==> src/spf_pkg.sv <==
// Purpose: Shared constants for the strap and pin function select block.
// Assumes: System clock of 125 MHz.
// Notes: Strap counts are in system clock cycles.
package spf_pkg;
  // ----------------------------------------------------------------
  // Timing
  // ----------------------------------------------------------------
  localparam int unsigned CLK_PERIOD_PS = 8000;
  localparam int unsigned STRAP_SETTLE_NS = 100;
  localparam int unsigned STRAP_SETTLE_CYC =
    (STRAP_SETTLE_NS * 1000 + CLK_PERIOD_PS - 1) / CLK_PERIOD_PS;
  localparam int unsigned SYNC_STAGES = 3;

  // ----------------------------------------------------------------
  // Reset values
  // ----------------------------------------------------------------
  localparam logic REG_DISABLE_RST = 1'b0;
  localparam logic IRQ_MODE_RST = 1'b1;

  // ----------------------------------------------------------------
  // Sequencer states
  // ----------------------------------------------------------------
  typedef enum logic [1:0] {
    SPF_SAMPLE = 2'b00,
    SPF_SETTLE = 2'b01,
    SPF_RUN = 2'b10
  } spf_state_type;
endpackage

==> src/spf_sync.sv <==
// Purpose: Three-stage synchroniser with agreement filter for a pin.
// Assumes: Input is asynchronous to clk.
// Notes: The first stage feeds only the second.
module spf_sync #(
  parameter logic RST_VAL = 1'b0
) (
  // Clock and reset
  input wire logic clk,
  input wire logic rst_n,
  // Pin and filtered level
  input wire logic pin_in,
  output logic level_out
);
  logic s1_q;
  logic s2_q;
  logic s3_q;

  always_ff @(posedge clk or negedge rst_n) begin
    if (!rst_n) begin
      s1_q <= RST_VAL;
      s2_q <= RST_VAL;
      s3_q <= RST_VAL;
    end else begin
      s1_q <= pin_in;
      s2_q <= s1_q;
      s3_q <= s2_q;
    end
  end

  // A change counts only once the second and third stages agree.
  always_ff @(posedge clk or negedge rst_n) begin
    if (!rst_n) begin
      level_out <= RST_VAL;
    end else if (s2_q == s3_q) begin
      level_out <= s3_q;
    end
  end
endmodule

==> src/spf_strap_pin_select.sv <==
// Purpose: Strap sampling and function select of the dual-purpose pins.
// Assumes: rst_n is the power-on reset; sys_rst_n combines it with the external reset pin.
// Notes: Straps are caught after reset release and held until reset.
//
// Operation
// - Sample regulator strap during power-on sequence; the code samples it on every reset.
// - Regulator strap high disables core regulator.
// - Regulator strap low or floating enables regulator.
// - Sample interrupt strap on every reset.
// - Interrupt strap high selects interrupt output.
// - Interrupt strap low selects reference clock.
// - Pending interrupt drives shared pin low.
// - Reference clock mode outputs 50MHz clock.
// - External reset input is active low.
// - After strapping, regulator pin shows activity.
// - After strapping, interrupt strap pin shows speed.
// - Management uses external clock, bidirectional data.
module spf_strap_pin_select #(
  parameter int unsigned SETTLE_CYC = spf_pkg::STRAP_SETTLE_CYC
) (
  // Clock and reset
  input wire logic clk,
  input wire logic rst_n,
  input wire logic external_reset_n,
  // 50 MHz clock from the crystal oscillator path
  input wire logic ref_clock_50m,
  // Regulator strap and activity indicator pin
  input wire logic regulator_disable_strap_i,
  output logic regulator_disable_strap_o,
  output logic regulator_disable_strap_oe,
  // Interrupt select strap and speed indicator pin
  input wire logic irq_pin_select_strap_i,
  output logic irq_pin_select_strap_o,
  output logic irq_pin_select_strap_oe,
  // Indicator sources from the core
  input wire logic activity_indicator,
  input wire logic speed_indicator,
  // Interrupt source from the core
  input wire logic irq_pending,
  // Shared interrupt or reference clock pin
  output logic irq_out_n_o,
  output logic irq_out_n_oe,
  // Configuration results
  output logic core_regulator_enable,
  output logic ref_clock_mode,
  output logic strap_done,
  // Management pins
  input wire logic mgmt_clock_in,
  input wire logic mgmt_data_i,
  input wire logic mgmt_data_drive,
  input wire logic mgmt_data_out,
  output logic mgmt_data_o,
  output logic mgmt_data_oe,
  output logic mgmt_clock_sync,
  output logic mgmt_data_sync
);
  import spf_pkg::*;

  // ----------------------------------------------------------------
  // Reset combination
  // ----------------------------------------------------------------
  logic sys_rst_n;
  assign sys_rst_n = rst_n & external_reset_n;

  // ----------------------------------------------------------------
  // Pin synchronisers
  // ----------------------------------------------------------------
  logic reg_strap_lvl;
  logic irq_strap_lvl;

  spf_sync #(.RST_VAL(REG_DISABLE_RST)) u_sync_reg (
    .clk(clk),
    .rst_n(sys_rst_n),
    .pin_in(regulator_disable_strap_i),
    .level_out(reg_strap_lvl)
  );

  spf_sync #(.RST_VAL(IRQ_MODE_RST)) u_sync_irq (
    .clk(clk),
    .rst_n(sys_rst_n),
    .pin_in(irq_pin_select_strap_i),
    .level_out(irq_strap_lvl)
  );

  spf_sync #(.RST_VAL(1'b0)) u_sync_mdc (
    .clk(clk),
    .rst_n(sys_rst_n),
    .pin_in(mgmt_clock_in),
    .level_out(mgmt_clock_sync)
  );

  spf_sync #(.RST_VAL(1'b1)) u_sync_mdio (
    .clk(clk),
    .rst_n(sys_rst_n),
    .pin_in(mgmt_data_i),
    .level_out(mgmt_data_sync)
  );

  // ----------------------------------------------------------------
  // Strap sequencer
  // ----------------------------------------------------------------
  localparam int unsigned CNT_W = $clog2(SETTLE_CYC + SYNC_STAGES + 2);
  localparam logic [CNT_W-1:0] CNT_LAST =
    CNT_W'(SETTLE_CYC + SYNC_STAGES);

  spf_state_type state_q;
  logic [CNT_W-1:0] cnt_q;

  // Wait for the pins to settle through the synchronisers, then latch.
  always_ff @(posedge clk or negedge sys_rst_n) begin
    if (!sys_rst_n) begin
      state_q <= SPF_SAMPLE;
      cnt_q <= '0;
    end else begin
      case (state_q)
        SPF_SAMPLE: begin
          cnt_q <= '0;
          state_q <= SPF_SETTLE;
        end
        SPF_SETTLE: begin
          if (cnt_q == CNT_LAST) begin
            state_q <= SPF_RUN;
          end else begin
            cnt_q <= cnt_q + 1'b1;
          end
        end
        SPF_RUN: begin
          state_q <= SPF_RUN;
        end
        default: begin
          state_q <= SPF_SAMPLE;
        end
      endcase
    end
  end

  logic latch_now;
  assign latch_now = (state_q == SPF_SETTLE) && (cnt_q == CNT_LAST);

  // ----------------------------------------------------------------
  // Strap latches
  // ----------------------------------------------------------------
  logic reg_disable_q;
  logic irq_mode_q;

  // Latched once per reset; indicator drive later cannot change them.
  always_ff @(posedge clk or negedge sys_rst_n) begin
    if (!sys_rst_n) begin
      reg_disable_q <= REG_DISABLE_RST;
    end else if (latch_now) begin
      reg_disable_q <= reg_strap_lvl;
    end
  end

  always_ff @(posedge clk or negedge sys_rst_n) begin
    if (!sys_rst_n) begin
      irq_mode_q <= IRQ_MODE_RST;
    end else if (latch_now) begin
      irq_mode_q <= irq_strap_lvl;
    end
  end

  always_ff @(posedge clk or negedge sys_rst_n) begin
    if (!sys_rst_n) begin
      strap_done <= 1'b0;
    end else if (latch_now) begin
      strap_done <= 1'b1;
    end
  end

  assign core_regulator_enable = ~reg_disable_q;
  assign ref_clock_mode = ~irq_mode_q;

  // ----------------------------------------------------------------
  // Indicator outputs
  // ----------------------------------------------------------------
  logic act_q;
  logic spd_q;

  always_ff @(posedge clk or negedge sys_rst_n) begin
    if (!sys_rst_n) begin
      act_q <= 1'b0;
      spd_q <= 1'b0;
    end else begin
      act_q <= activity_indicator;
      spd_q <= speed_indicator;
    end
  end

  // Pins stay released while straps are read.
  assign regulator_disable_strap_o = act_q;
  assign regulator_disable_strap_oe = strap_done;
  assign irq_pin_select_strap_o = spd_q;
  assign irq_pin_select_strap_oe = strap_done;

  // ----------------------------------------------------------------
  // Shared interrupt or reference clock pin
  // ----------------------------------------------------------------
  logic irq_q;

  always_ff @(posedge clk or negedge sys_rst_n) begin
    if (!sys_rst_n) begin
      irq_q <= 1'b0;
    end else begin
      irq_q <= irq_pending & strap_done;
    end
  end

  // Interrupt mode is open drain: low when pending, else an external
  // pull-up holds the line high. The clock passes straight through.
  always_comb begin
    if (strap_done && ref_clock_mode) begin
      irq_out_n_o = ref_clock_50m;
      irq_out_n_oe = 1'b1;
    end else begin
      irq_out_n_o = 1'b0;
      irq_out_n_oe = irq_q;
    end
  end

  // ----------------------------------------------------------------
  // Management data pad
  // ----------------------------------------------------------------
  always_ff @(posedge clk or negedge sys_rst_n) begin
    if (!sys_rst_n) begin
      mgmt_data_o <= 1'b0;
      mgmt_data_oe <= 1'b0;
    end else begin
      mgmt_data_o <= mgmt_data_out;
      mgmt_data_oe <= mgmt_data_drive;
    end
  end
endmodule

==> config.mk <==
export PLATFORM = sky130hd
export DESIGN_NAME = spf_strap_pin_select
export DESIGN_NICKNAME = d
export VERILOG_FILES = /design/src/spf_pkg.sv /design/src/spf_sync.sv /design/src/spf_strap_pin_select.sv
export SDC_FILE = /design/constraint.sdc
export NUM_CORES = 1
export LEC_CHECK = 0
export ABC_CLOCK_PERIOD_IN_PS = 1340
export BUFFER_PORTS_ARGS = -buffer_cell sky130_fd_sc_hd__buf_2
export CORE_ASPECT_RATIO = 0.7
export CORE_UTILIZATION = 46
export CTS_CLUSTER_SIZE = 16
export DETAILED_ROUTE_END_ITERATION = 7
export HOLD_SLACK_MARGIN = 0.05
export PLACE_DENSITY_LB_ADDON = 0.25
export SLEW_MARGIN = 20
export SYNTH_ARGS = -nofsm -noshare
export SYNTH_HDL_FRONTEND = slang
export SYNTH_SLANG_ARGS = --single-unit
==> constraint.sdc <==
create_clock -name clk -period 1.34 [get_ports clk]
set_input_delay 0.335 -clock clk [delete_from_list [all_inputs] [get_ports clk]]
set_output_delay 0.335 -clock clk [all_outputs]
set_load 0.005 [all_outputs]
==> metrics, run 1 <==
status complete, but fails checks; failing checks setup timing; Leak about 0.00069 µW; # IOs 26; number of global-route vias before repair 635; RSZ-0062 raised after global routing true; sequential area share after synthesis 69.4%; Area growth syn-to-layout 27.4%; final hold violations 0; latest clock arrival within the worst-skew pair 0.32 ns; Top reg by flops cnt_q; footprint of the multi-input gates approximately 320 µm²; grt ovf 0; Final Cycle Share 112%; Seq cells post-synth 31; Largest register FFs 5; Ys Warns 0; Cell Area, Synth 1130 µm²; CP Buf/Inv Count 2; Nets between 100 and 150; Fill cells roughly 200; maximum vdd drop 0.801 mV; delay of the slowest critical-path stage 0.55 ns; gr usage total 14.6%; drt drc 0; Die Span Y ~44 µm; crit path time final 1.50 ns; CP Launch Type flop; Synth Net Count 93; largest registers cnt_q x5, state_q x2; Root Buffer clkbuf_4; clock power share 35.3%; via/cell ratio 4.63; worst clock skew 0.00753 ns; wirelength, routed between 1.5 and 2 mm; largest net degree at the start of global routing 32; Slew Limit Fails 0; PwrDens 1180 nW/µm²; slowest cell on the critical path dfstp_2; Worst Hold Class primary input to asynchronous set/reset pin; Iter 0 DRT Violations 4; final worst slack -0.159 ns; Overall Power between 1500 and 2000 µW; # setup viols final 5; Internal Pwr Total 1350 µW; WHS about 0.11 ns; CTS tree yes; crit path max fanout 3; Placer Congestion 0.802; clock-pin slew on the worst setup and hold paths 0.09 ns; Sum Neg Setup Slack -0.427 ns; synthesized area per cell 14.9 µm²; 1st-pass router iterations 4; Distinct cells, synth 25; Layout Cells excl Fill 148; asr flop ratio synth 100%; sequential share of power 59.7%; Critical Path AT approximately 1.2 ns; clock sink total 31; Cells after Synth 76; H-tree depth 2; Worst EP required 1.00 ns; register area 787 µm²; first-pass GRT wire length 2.63 mm; Die Width 61.3 µm; wire length per cell 11.1 µm; vias post-DR 685; Port Buf Inserts 25; Initial Utilization between 50% and 60%; CP delay by family, top flip-flops; final antenna diode count 0; CP endpoint kind output pin; total CTS buffers 5; worst slew pin tran 0.363 ns; Rows 14; dpl hpwl 1.18 mm; Max-Cap Viols 0; Synth Flop Type dfrtp_1; Fmax 667 MHz; Switch Pwr between 300 and 400 µW; Worst slew margin 75.8%; Routed Antenna Nets 0; number of synthesized flops with an enable pin 0; switch share 20.6%; worst path cell trace inv_2, a21o_1, buf_2; Finished Core Util 64.4%; Inst Count DP around 140; share of cells above drive strength 1 53.4%; combinational power share 5.0%; Core ar. 2240 µm²; clk buf depth 2; die area roughly 2700 µm²; CP Class flop to output pin; antenna violations before repair 0
==> area by class of cell <==
type                    count  share of cell area, %
well taps                  32                   2.77
inverters                   8                   2.08
flip-flops and latches     31                   54.5
repair buffers             34                   13.6
multi-input cells          35                   22.3
clock buffers               8                   4.77
==> power by group through the flow <==
stage / Sequential [µW] / Clock (µW) / Combinational (µW)
after floorplan: 1030 / 0 / 39.0
after global placement: 1030 / 0 / 84.9
after detailed placement: 1030 / 0 / 88.2
after CTS: 1010 / 614 / 88.3
after global routing: 1020 / 663 / 97.5
final: 1010 / 599 / 85.1
==> final timing paths <==
kind,start,end,slack [ns],cells after the start
hold reg to reg,u_sync_mdc.s1_q$_DFF_PN0_,u_sync_mdc.s2_q$_DFF_PN0_,0.36,0
setup reg to reg,cnt_q[1]$_DFFE_PN0P_,state_q[0]$_DFFE_PN0P_,-0.06,5
setup / recovery,irq_mode_q$_DFFE_PN1P_,irq_out_n_oe,-0.16,3
max in group asynchronous,rst_n,u_sync_irq.s3_q$_DFF_PN1_,0.91,3
hold / removal,external_reset_n,u_sync_reg.s2_q$_DFF_PN0_,0.11,3
min in group clk,irq_pin_select_strap_i,u_sync_irq.s1_q$_DFF_PN1_,0.11,1
==> tightest hold or removal path, delay by kind of cell <==
family / cells / cell delay, ns
buffers and inverters: 2 / 0.41
AND/OR/NAND/NOR: 1 / 0.10
==> repair_timing <==
action	in CTS	in global routing
hold buffers	0	0
resized for setup	5	4
setup buffers	1	1
endpoints found under the setup margin	6	9
endpoints found under the hold margin	0	0
==> placed cells by master, fill, tap and decap left out, drive strengths merged, types with 2 or more instances in the layout <==
cell	instances
o22ai	2
clkbuf	8
ha	4
o21ai	2
nand2	2
dfstp	9
inv	8
and2	2
dfrtp	22
mux2	4
a21oi	2
buf	34
nand3	2
maj3	4
nand2b	3
==> metrics by stage <==
| step | area, µm² | setup WS [ns] |
|---|---|---|
| 2_1_floorplan | 1130 | -0.0409 |
| 3_3_place_gp | 1340 | -0.0181 |
| 3_5_place_dp | 1340 | -0.0770 |
| 4_1_cts | 1430 | -0.174 |
| 5_1_grt | 1440 | -0.218 |
| 6_report | 1440 | -0.159 |
==> kinds of logic after synthesis <==
logic type	share of synthesized area, %
AND/OR/NAND/NOR	8.06
multiplexers	5.52
flip-flops	69.4
adder cells (fa/ha/maj)	7.95
AO/OA/AOI/OAI	4.30
buffers and inverters	3.97
XOR/XNOR	0.773
==> synth_stat cells, types with 2 or more instances <==
| library cell | n | area share (%) |
|---|---|---|
| a21oi_1 | 2 | 0.88 |
| o22ai_1 | 2 | 1.1 |
| dfrtp_1 | 22 | 49 |
| and2_1 | 2 | 1.1 |
| mux2_2 | 2 | 2.0 |
| buf_4 | 2 | 1.3 |
| nand2b_1 | 2 | 1.1 |
| nand3_1 | 2 | 0.88 |
| dfstp_2 | 9 | 21 |
| o21ai_0 | 2 | 0.88 |
| mux2_4 | 2 | 2.6 |
| maj3_1 | 4 | 3.5 |
| inv_1 | 8 | 2.6 |
| ha_1 | 4 | 4.4 |
==> metal layers <==
layer	routed length, µm	vias up	share of wire [%]	global-route usage [%]
met5	0	-	0	0
met4	19	0	1.2	6.67
met3	120	3	7.3	7.16
met2	739	25	45	22.4
met1	763	329	46	17.3
li1	-	328	-	-
(Power assumes the default switching activity.)
==> run 2, diff against run 1 <==
--- a/config.mk
+++ b/config.mk
@@ -6,13 +6,13 @@
 export NUM_CORES = 1
 export LEC_CHECK = 0
 export ABC_CLOCK_PERIOD_IN_PS = 1340
-export BUFFER_PORTS_ARGS = -buffer_cell sky130_fd_sc_hd__buf_2
+export BUFFER_PORTS_ARGS = -buffer_cell sky130_fd_sc_hd__clkbuf_2
 export CORE_ASPECT_RATIO = 0.7
 export CORE_UTILIZATION = 46
 export CTS_CLUSTER_SIZE = 16
 export DETAILED_ROUTE_END_ITERATION = 7
 export HOLD_SLACK_MARGIN = 0.05
-export PLACE_DENSITY_LB_ADDON = 0.25
+export PLACE_DENSITY = 0.82
 export SLEW_MARGIN = 20
 export SYNTH_ARGS = -nofsm -noshare
 export SYNTH_HDL_FRONTEND = slang
==> constraint.sdc (replaced) <==
create_clock -name clk -period 1.34 [get_ports clk]
set_input_delay 0.335 -clock clk [delete_from_list [all_inputs] [get_ports clk]]
set_output_delay 0.335 -clock clk [all_outputs]
set_load 0.05 [all_outputs]
==> metrics, run 2 (synthesis gave the netlist of run 1 again) <==
grt ovf 0 (unchanged); maximum vdd drop 0.940 mV (+17%); Top reg by flops cnt_q; Iter 0 DRT Violations 6 (+2); Sum Neg Setup Slack -0.810 ns (-0.383 ns); Rows 14 (unchanged); failing checks setup timing; Critical Path AT 1.26 ns (+0.10 ns); Die Width 61.3 µm (unchanged); total CTS buffers 5 (unchanged); most frequent cells in the layout 21 x dfrtp_1, 17 x clkbuf_2, 10 x buf_4; H-tree depth 2 (unchanged); antenna violations before repair 0 (unchanged); Fmax 627 MHz (-6.1%); wire length per cell 12.6 µm (+13%); CTS tree yes; Nets 135 (+2.3%); Routed Antenna Nets 0 (unchanged); drt drc 0 (unchanged); final antenna diode count 0 (unchanged); status complete, but fails checks; worst slew pin tran 0.365 ns (+0.00173 ns); DP Worst Slack -0.0571 ns (+0.0199 ns); crit path max fanout 3 (unchanged); CP Class flop to output pin; Largest register FFs 5 (unchanged); Leak 0.000744 µW (+7.5%); via/cell ratio 4.58 (-1.1%); Port Buf Inserts 25 (unchanged); largest net degree at the start of global routing 32 (unchanged); Worst Hold Class primary input to flop; most common cell after layout, fill and taps aside dfrtp_1; dpl hpwl 1.29 mm (+9.8%); Slew Limit Fails 0 (unchanged); largest registers cnt_q x5, state_q x2; # IOs 26 (unchanged); crit path time final 1.60 ns (+0.0972 ns); # hold bufs at CTS 0 (unchanged); wirelength, routed 1.90 mm (+15%); 1st-pass router iterations 2 (-2); Die Span Y 43.5 µm (unchanged); Inst Count DP 138 (unchanged); gr usage total 16.4% (+1.8 points); Initial Utilization 50.6% (unchanged); Root Buffer clkbuf_4; final worst slack -0.256 ns (-0.0972 ns); CP endpoint kind output pin; Worst slew margin 75.7% (-0.12 points); dpl cell area 1340 µm² (+0.47%); CP Launch Type flop; clock sink total 31 (unchanged); final hold violations 0 (unchanged); vias post-DR 691 (+0.88%); number of global-route vias before repair 708 (+11%); latest clock arrival within the worst-skew pair 0.31 ns (about the same); share of cells above drive strength 1 58.0% (+4.5 points); clock-pin slew on the worst setup and hold paths 0.09 ns (about the same); die area 2670 µm² (unchanged); Layout Cells excl Fill 151 (+2.0%); # setup viols final 7 (+2); Final Cycle Share 119% (+7.3 points); worst clock skew 0.00285 ns (-0.00467 ns); WHS 0.0931 ns (-0.0147 ns); post-route cell area 1580 µm² (+9.3%); PwrDens 1090 nW/µm² (-7.6%); Placer Congestion 0.696 (-13%); Core ar. 2240 µm² (unchanged); RSZ-0062 raised after global routing true; first-pass GRT wire length 2.89 mm (+10%); Worst EP required 1.00 ns (about the same); Area growth syn-to-layout 39.2%; clk buf depth 2 (unchanged); Max-Cap Viols 0 (unchanged)
## run 2: changes by cell type in the layout (fill, tap and decap cells not counted), moves of 2 or more
| cell | delta |
|---|---|
| buf_2 | -25 |
| clkbuf_2 | +17 |
| buf_8 | +5 |
| buf_4 | +2 |
| clkbuf_16 | +2 |
| clkbuf_8 | -2 |
## run 2: power breakdown
| group | internal (µW) | switching [µW] | total (µW) |
|---|---|---|---|
| combinational | 85.8 | 127 | 213 |
| clock | 204 | 281 | 485 |
| sequential | 993 | 21.0 | 1010 |
## run 2: path summary, 6_finish.rpt
kind / from / to / slack [ns] / cells past startpoint
setup / recovery: irq_mode_q$_DFFE_PN1P_ / irq_out_n_oe / -0.26 / 3
hold / removal: irq_pin_select_strap_i / u_sync_irq.s1_q$_DFF_PN1_ / 0.09 / 1
setup reg to reg: cnt_q[1]$_DFFE_PN0P_ / state_q[1]$_DFFE_PN0P_ / -0.08 / 5
hold reg to reg: u_sync_reg.s1_q$_DFF_PN0_ / u_sync_reg.s2_q$_DFF_PN0_ / 0.36 / 0
max in group asynchronous: rst_n / u_sync_mdio.s2_q$_DFF_PN1_ / 0.91 / 3
min in group asynchronous: external_reset_n / u_sync_reg.s2_q$_DFF_PN0_ / 0.11 / 3
## run 2: stage by stage
step                      power (µW)  utilization (%)
final                           1710             70.4
after global routing            1790             70.4
after CTS                       1730             67.0
after detailed placement        1200             59.9
after global placement          1200             59.9
after floorplan                 1150                -
## run 2: critical path, cell delays in order, from the launching register on
cell and delay [ns]:
dfstp_2 0.54, inv_2 0.05, a21o_4 0.19, clkbuf_16 0.16
## run 2: repair_timing
action	4_1_cts	5_1_grt
cloned	0	0
resized for setup	24	13
setup buffers	1	4
endpoints found under the setup margin	11	13
## run 2: layout make-up
| type | instances | area (µm²) |
|---|---|---|
| well taps | 32 | 40.0 |
| clock buffers | 7 | 45.0 |
| fillers | 177 | 664 |
| clock inverters | 1 | 5.00 |
| multi-input cells | 35 | 354 |
| inverters | 8 | 30.0 |
| repair buffers | 37 | 315 |
| flip-flops and latches | 31 | 788 |
## run 2: metal layers
metal / share of wire (%) / track usage (%) / vias up
met5: 0 / 0 / -
met4: 1.0 / 6.67 / 0
met3: 5.1 / 10.1 / 2
met2: 50 / 24.8 / 24
met1: 43 / 18.9 / 332
li1: - / - / 333
==> run 3, diff against run 2 <==
--- a/config.mk
+++ b/config.mk
@@ -7,12 +7,14 @@
 export LEC_CHECK = 0
 export ABC_CLOCK_PERIOD_IN_PS = 1340
 export BUFFER_PORTS_ARGS = -buffer_cell sky130_fd_sc_hd__clkbuf_2
+export CELL_PAD_IN_SITES_DETAIL_PLACEMENT = 0
+export CELL_PAD_IN_SITES_GLOBAL_PLACEMENT = 2
 export CORE_ASPECT_RATIO = 0.7
-export CORE_UTILIZATION = 46
+export CORE_UTILIZATION = 32
 export CTS_CLUSTER_SIZE = 16
 export DETAILED_ROUTE_END_ITERATION = 7
 export HOLD_SLACK_MARGIN = 0.05
-export PLACE_DENSITY = 0.82
+export PLACE_DENSITY = 0.83
 export SLEW_MARGIN = 20
 export SYNTH_ARGS = -nofsm -noshare
 export SYNTH_HDL_FRONTEND = slang
==> metrics, run 3 (synthesis gave the netlist of run 1 again) <==
# hold bufs at CTS 0 (unchanged); PwrDens 1210 nW/µm² (+11%); clk buf depth 2 (unchanged); worst path cell trace inv_2, a21o_2, buf_8; Nets 134 (-0.74%); CTS tree yes; # IOs 26 (unchanged); worst clock skew 0.00738 ns (+0.00453 ns); Core ar. 3250 µm² (+45%); Max-Cap Viols 0 (unchanged); Area growth syn-to-layout 41.6%; DP Worst Slack -0.0773 ns (-0.0203 ns); Slew Limit Fails 0 (unchanged); Final Cycle Share 114% (-5.6 points); number of global-route vias before repair 671 (-5.2%); via/cell ratio 4.25 (-7.2%); Routed Antenna Nets 0 (unchanged); total CTS buffers 5 (unchanged); die area 3790 µm² (+42%); status complete, but fails checks; most common cell after layout, fill and taps aside dfrtp_1; crit path time final 1.52 ns (-0.0746 ns); clock sink total 31 (unchanged); most frequent cells in the layout 21 x dfrtp_1, 17 x clkbuf_2, 10 x buf_4; wirelength, routed 1.93 mm (+1.7%); Layout Cells excl Fill 165 (+9.3%); clock-pin slew on the worst setup and hold paths 0.07 ns (-0.02 ns); Inst Count DP 153 (+11%); WHS 0.139 ns (+0.0459 ns); largest registers cnt_q x5, state_q x2; Die Width 73.1 µm (+19%); final worst slack -0.182 ns (+0.0746 ns); Placer Congestion 0.673 (-3.4%); final hold violations 0 (unchanged); Fmax 657 MHz (+4.9%); slowest cell on the critical path dfstp_2; drt drc 0 (unchanged); antenna violations before repair 0 (unchanged); H-tree depth 2 (unchanged); failing checks setup timing; Largest register FFs 5 (unchanged); # setup viols final 5 (-2); delay of the slowest critical-path stage 0.54 ns (about the same); vias post-DR 701 (+1.4%); Worst Hold Class primary input to asynchronous set/reset pin; 1st-pass router iterations 4 (+2); Finished Core Util 49.3% (-21 points); Top reg by flops cnt_q; Worst EP required 1.00 ns (about the same); CP Launch Type flop; final antenna diode count 0 (unchanged); Rows 17 (+3); worst reg2reg path depth 5 (unchanged); Fill cells 300 (+69%); worst slew pin tran 0.284 ns (-0.0814 ns); register area 788 µm² (unchanged); latest clock arrival within the worst-skew pair 0.28 ns (-0.03 ns); Critical Path AT 1.19 ns (-0.07 ns); gr usage total 11.7% (-4.7 points); RSZ-0062 raised after global routing true; dpl hpwl 1.28 mm (-0.96%); maximum vdd drop 0.632 mV (-33%); share of cells above drive strength 1 61.9% (+3.9 points); crit path max fanout 3 (unchanged); CP Buf/Inv Count 2 (unchanged); Iter 0 DRT Violations 38 (+32); largest net degree at the start of global routing 32 (unchanged); grt ovf 0 (unchanged); CP endpoint kind output pin; first-pass GRT wire length 3.11 mm (+7.6%); footprint of the multi-input gates 373 µm² (+5.3%); Leak 0.000746 µW (+0.26%); Die Span Y 51.8 µm (+19%); Sum Neg Setup Slack -0.508 ns (+0.303 ns); Critical Path Stages 3 (unchanged); Worst slew margin 81.2% (+5.5 points); Root Buffer clkbuf_8; Initial Utilization 34.8% (-16 points); wire length per cell 11.7 µm (-6.9%); Port Buf Inserts 25 (unchanged); CP Class flop to output pin; CP delay by family, top flip-flops
[run 3: changes by cell type in the layout (fill, tap and decap cells not counted), sizes merged]
| cell | previous run | this run |
|---|---|---|
| buf | 17 | 16 |
[run 3: worst paths after layout]
kind / start / endpoint / slack, ns
setup / recovery: irq_mode_q$_DFFE_PN1P_ / irq_out_n_oe / -0.18
hold / removal: external_reset_n / u_sync_reg.s3_q$_DFF_PN0_ / 0.14
setup reg to reg: cnt_q[1]$_DFFE_PN0P_ / state_q[0]$_DFFE_PN0P_ / -0.08
hold reg to reg: u_sync_mdc.s1_q$_DFF_PN0_ / u_sync_mdc.s2_q$_DFF_PN0_ / 0.35
max in group asynchronous: rst_n / u_sync_irq.level_out$_DFFE_PN1N_ / 0.96
min in group clk: mgmt_data_i / u_sync_mdio.s1_q$_DFF_PN1_ / 0.14
[run 3: layer usage]
| metal | vias up | routed length [µm] | track usage [%] |
|---|---|---|---|
| met3 | 5 | 125 | 4.65 |
| met5 | - | 0 | 0 |
| met4 | 0 | 34 | 7.84 |
| li1 | 329 | - | - |
| met1 | 340 | 874 | 14.7 |
| met2 | 27 | 893 | 16.7 |
[run 3: stage by stage]
step / power [µW] / cell area, µm²
finish: 1940 / 1610
floorplan: 1150 / 1140
detailed placement: 1210 / 1370
global route: 2030 / 1610
CTS: 1980 / 1540
global placement: 1200 / 1370
[run 3: layout make-up]
class,count,area share [%]
Inverter,8,1.87
Sequential cell,31,49.1
Tap cell,47,3.66
Clock buffer,7,5.38
Multi-Input combinational cell,35,23.2
Clock inverter,1,0.312
Timing Repair Buffer,36,16.4
[run 3: report_power, final]
group          internal, µW  leakage, µW  switching, µW
clock                   413    0.0000482            321
sequential              995     0.000364           20.0
combinational          70.0     0.000333            124
total                  1480     0.000746            464
[run 3: repair_timing]
action / 4_1_cts / 5_1_grt
buffers inserted: 3 / 1
pin swaps: 0 / 2
endpoints found under the setup margin: 13 / 16
gates resized for setup: 16 / 18
[run 3: worst min-delay path, cell delays in order]
cell      delay [ns]
clkbuf_2        0.07
and2_1          0.15
buf_12          0.20
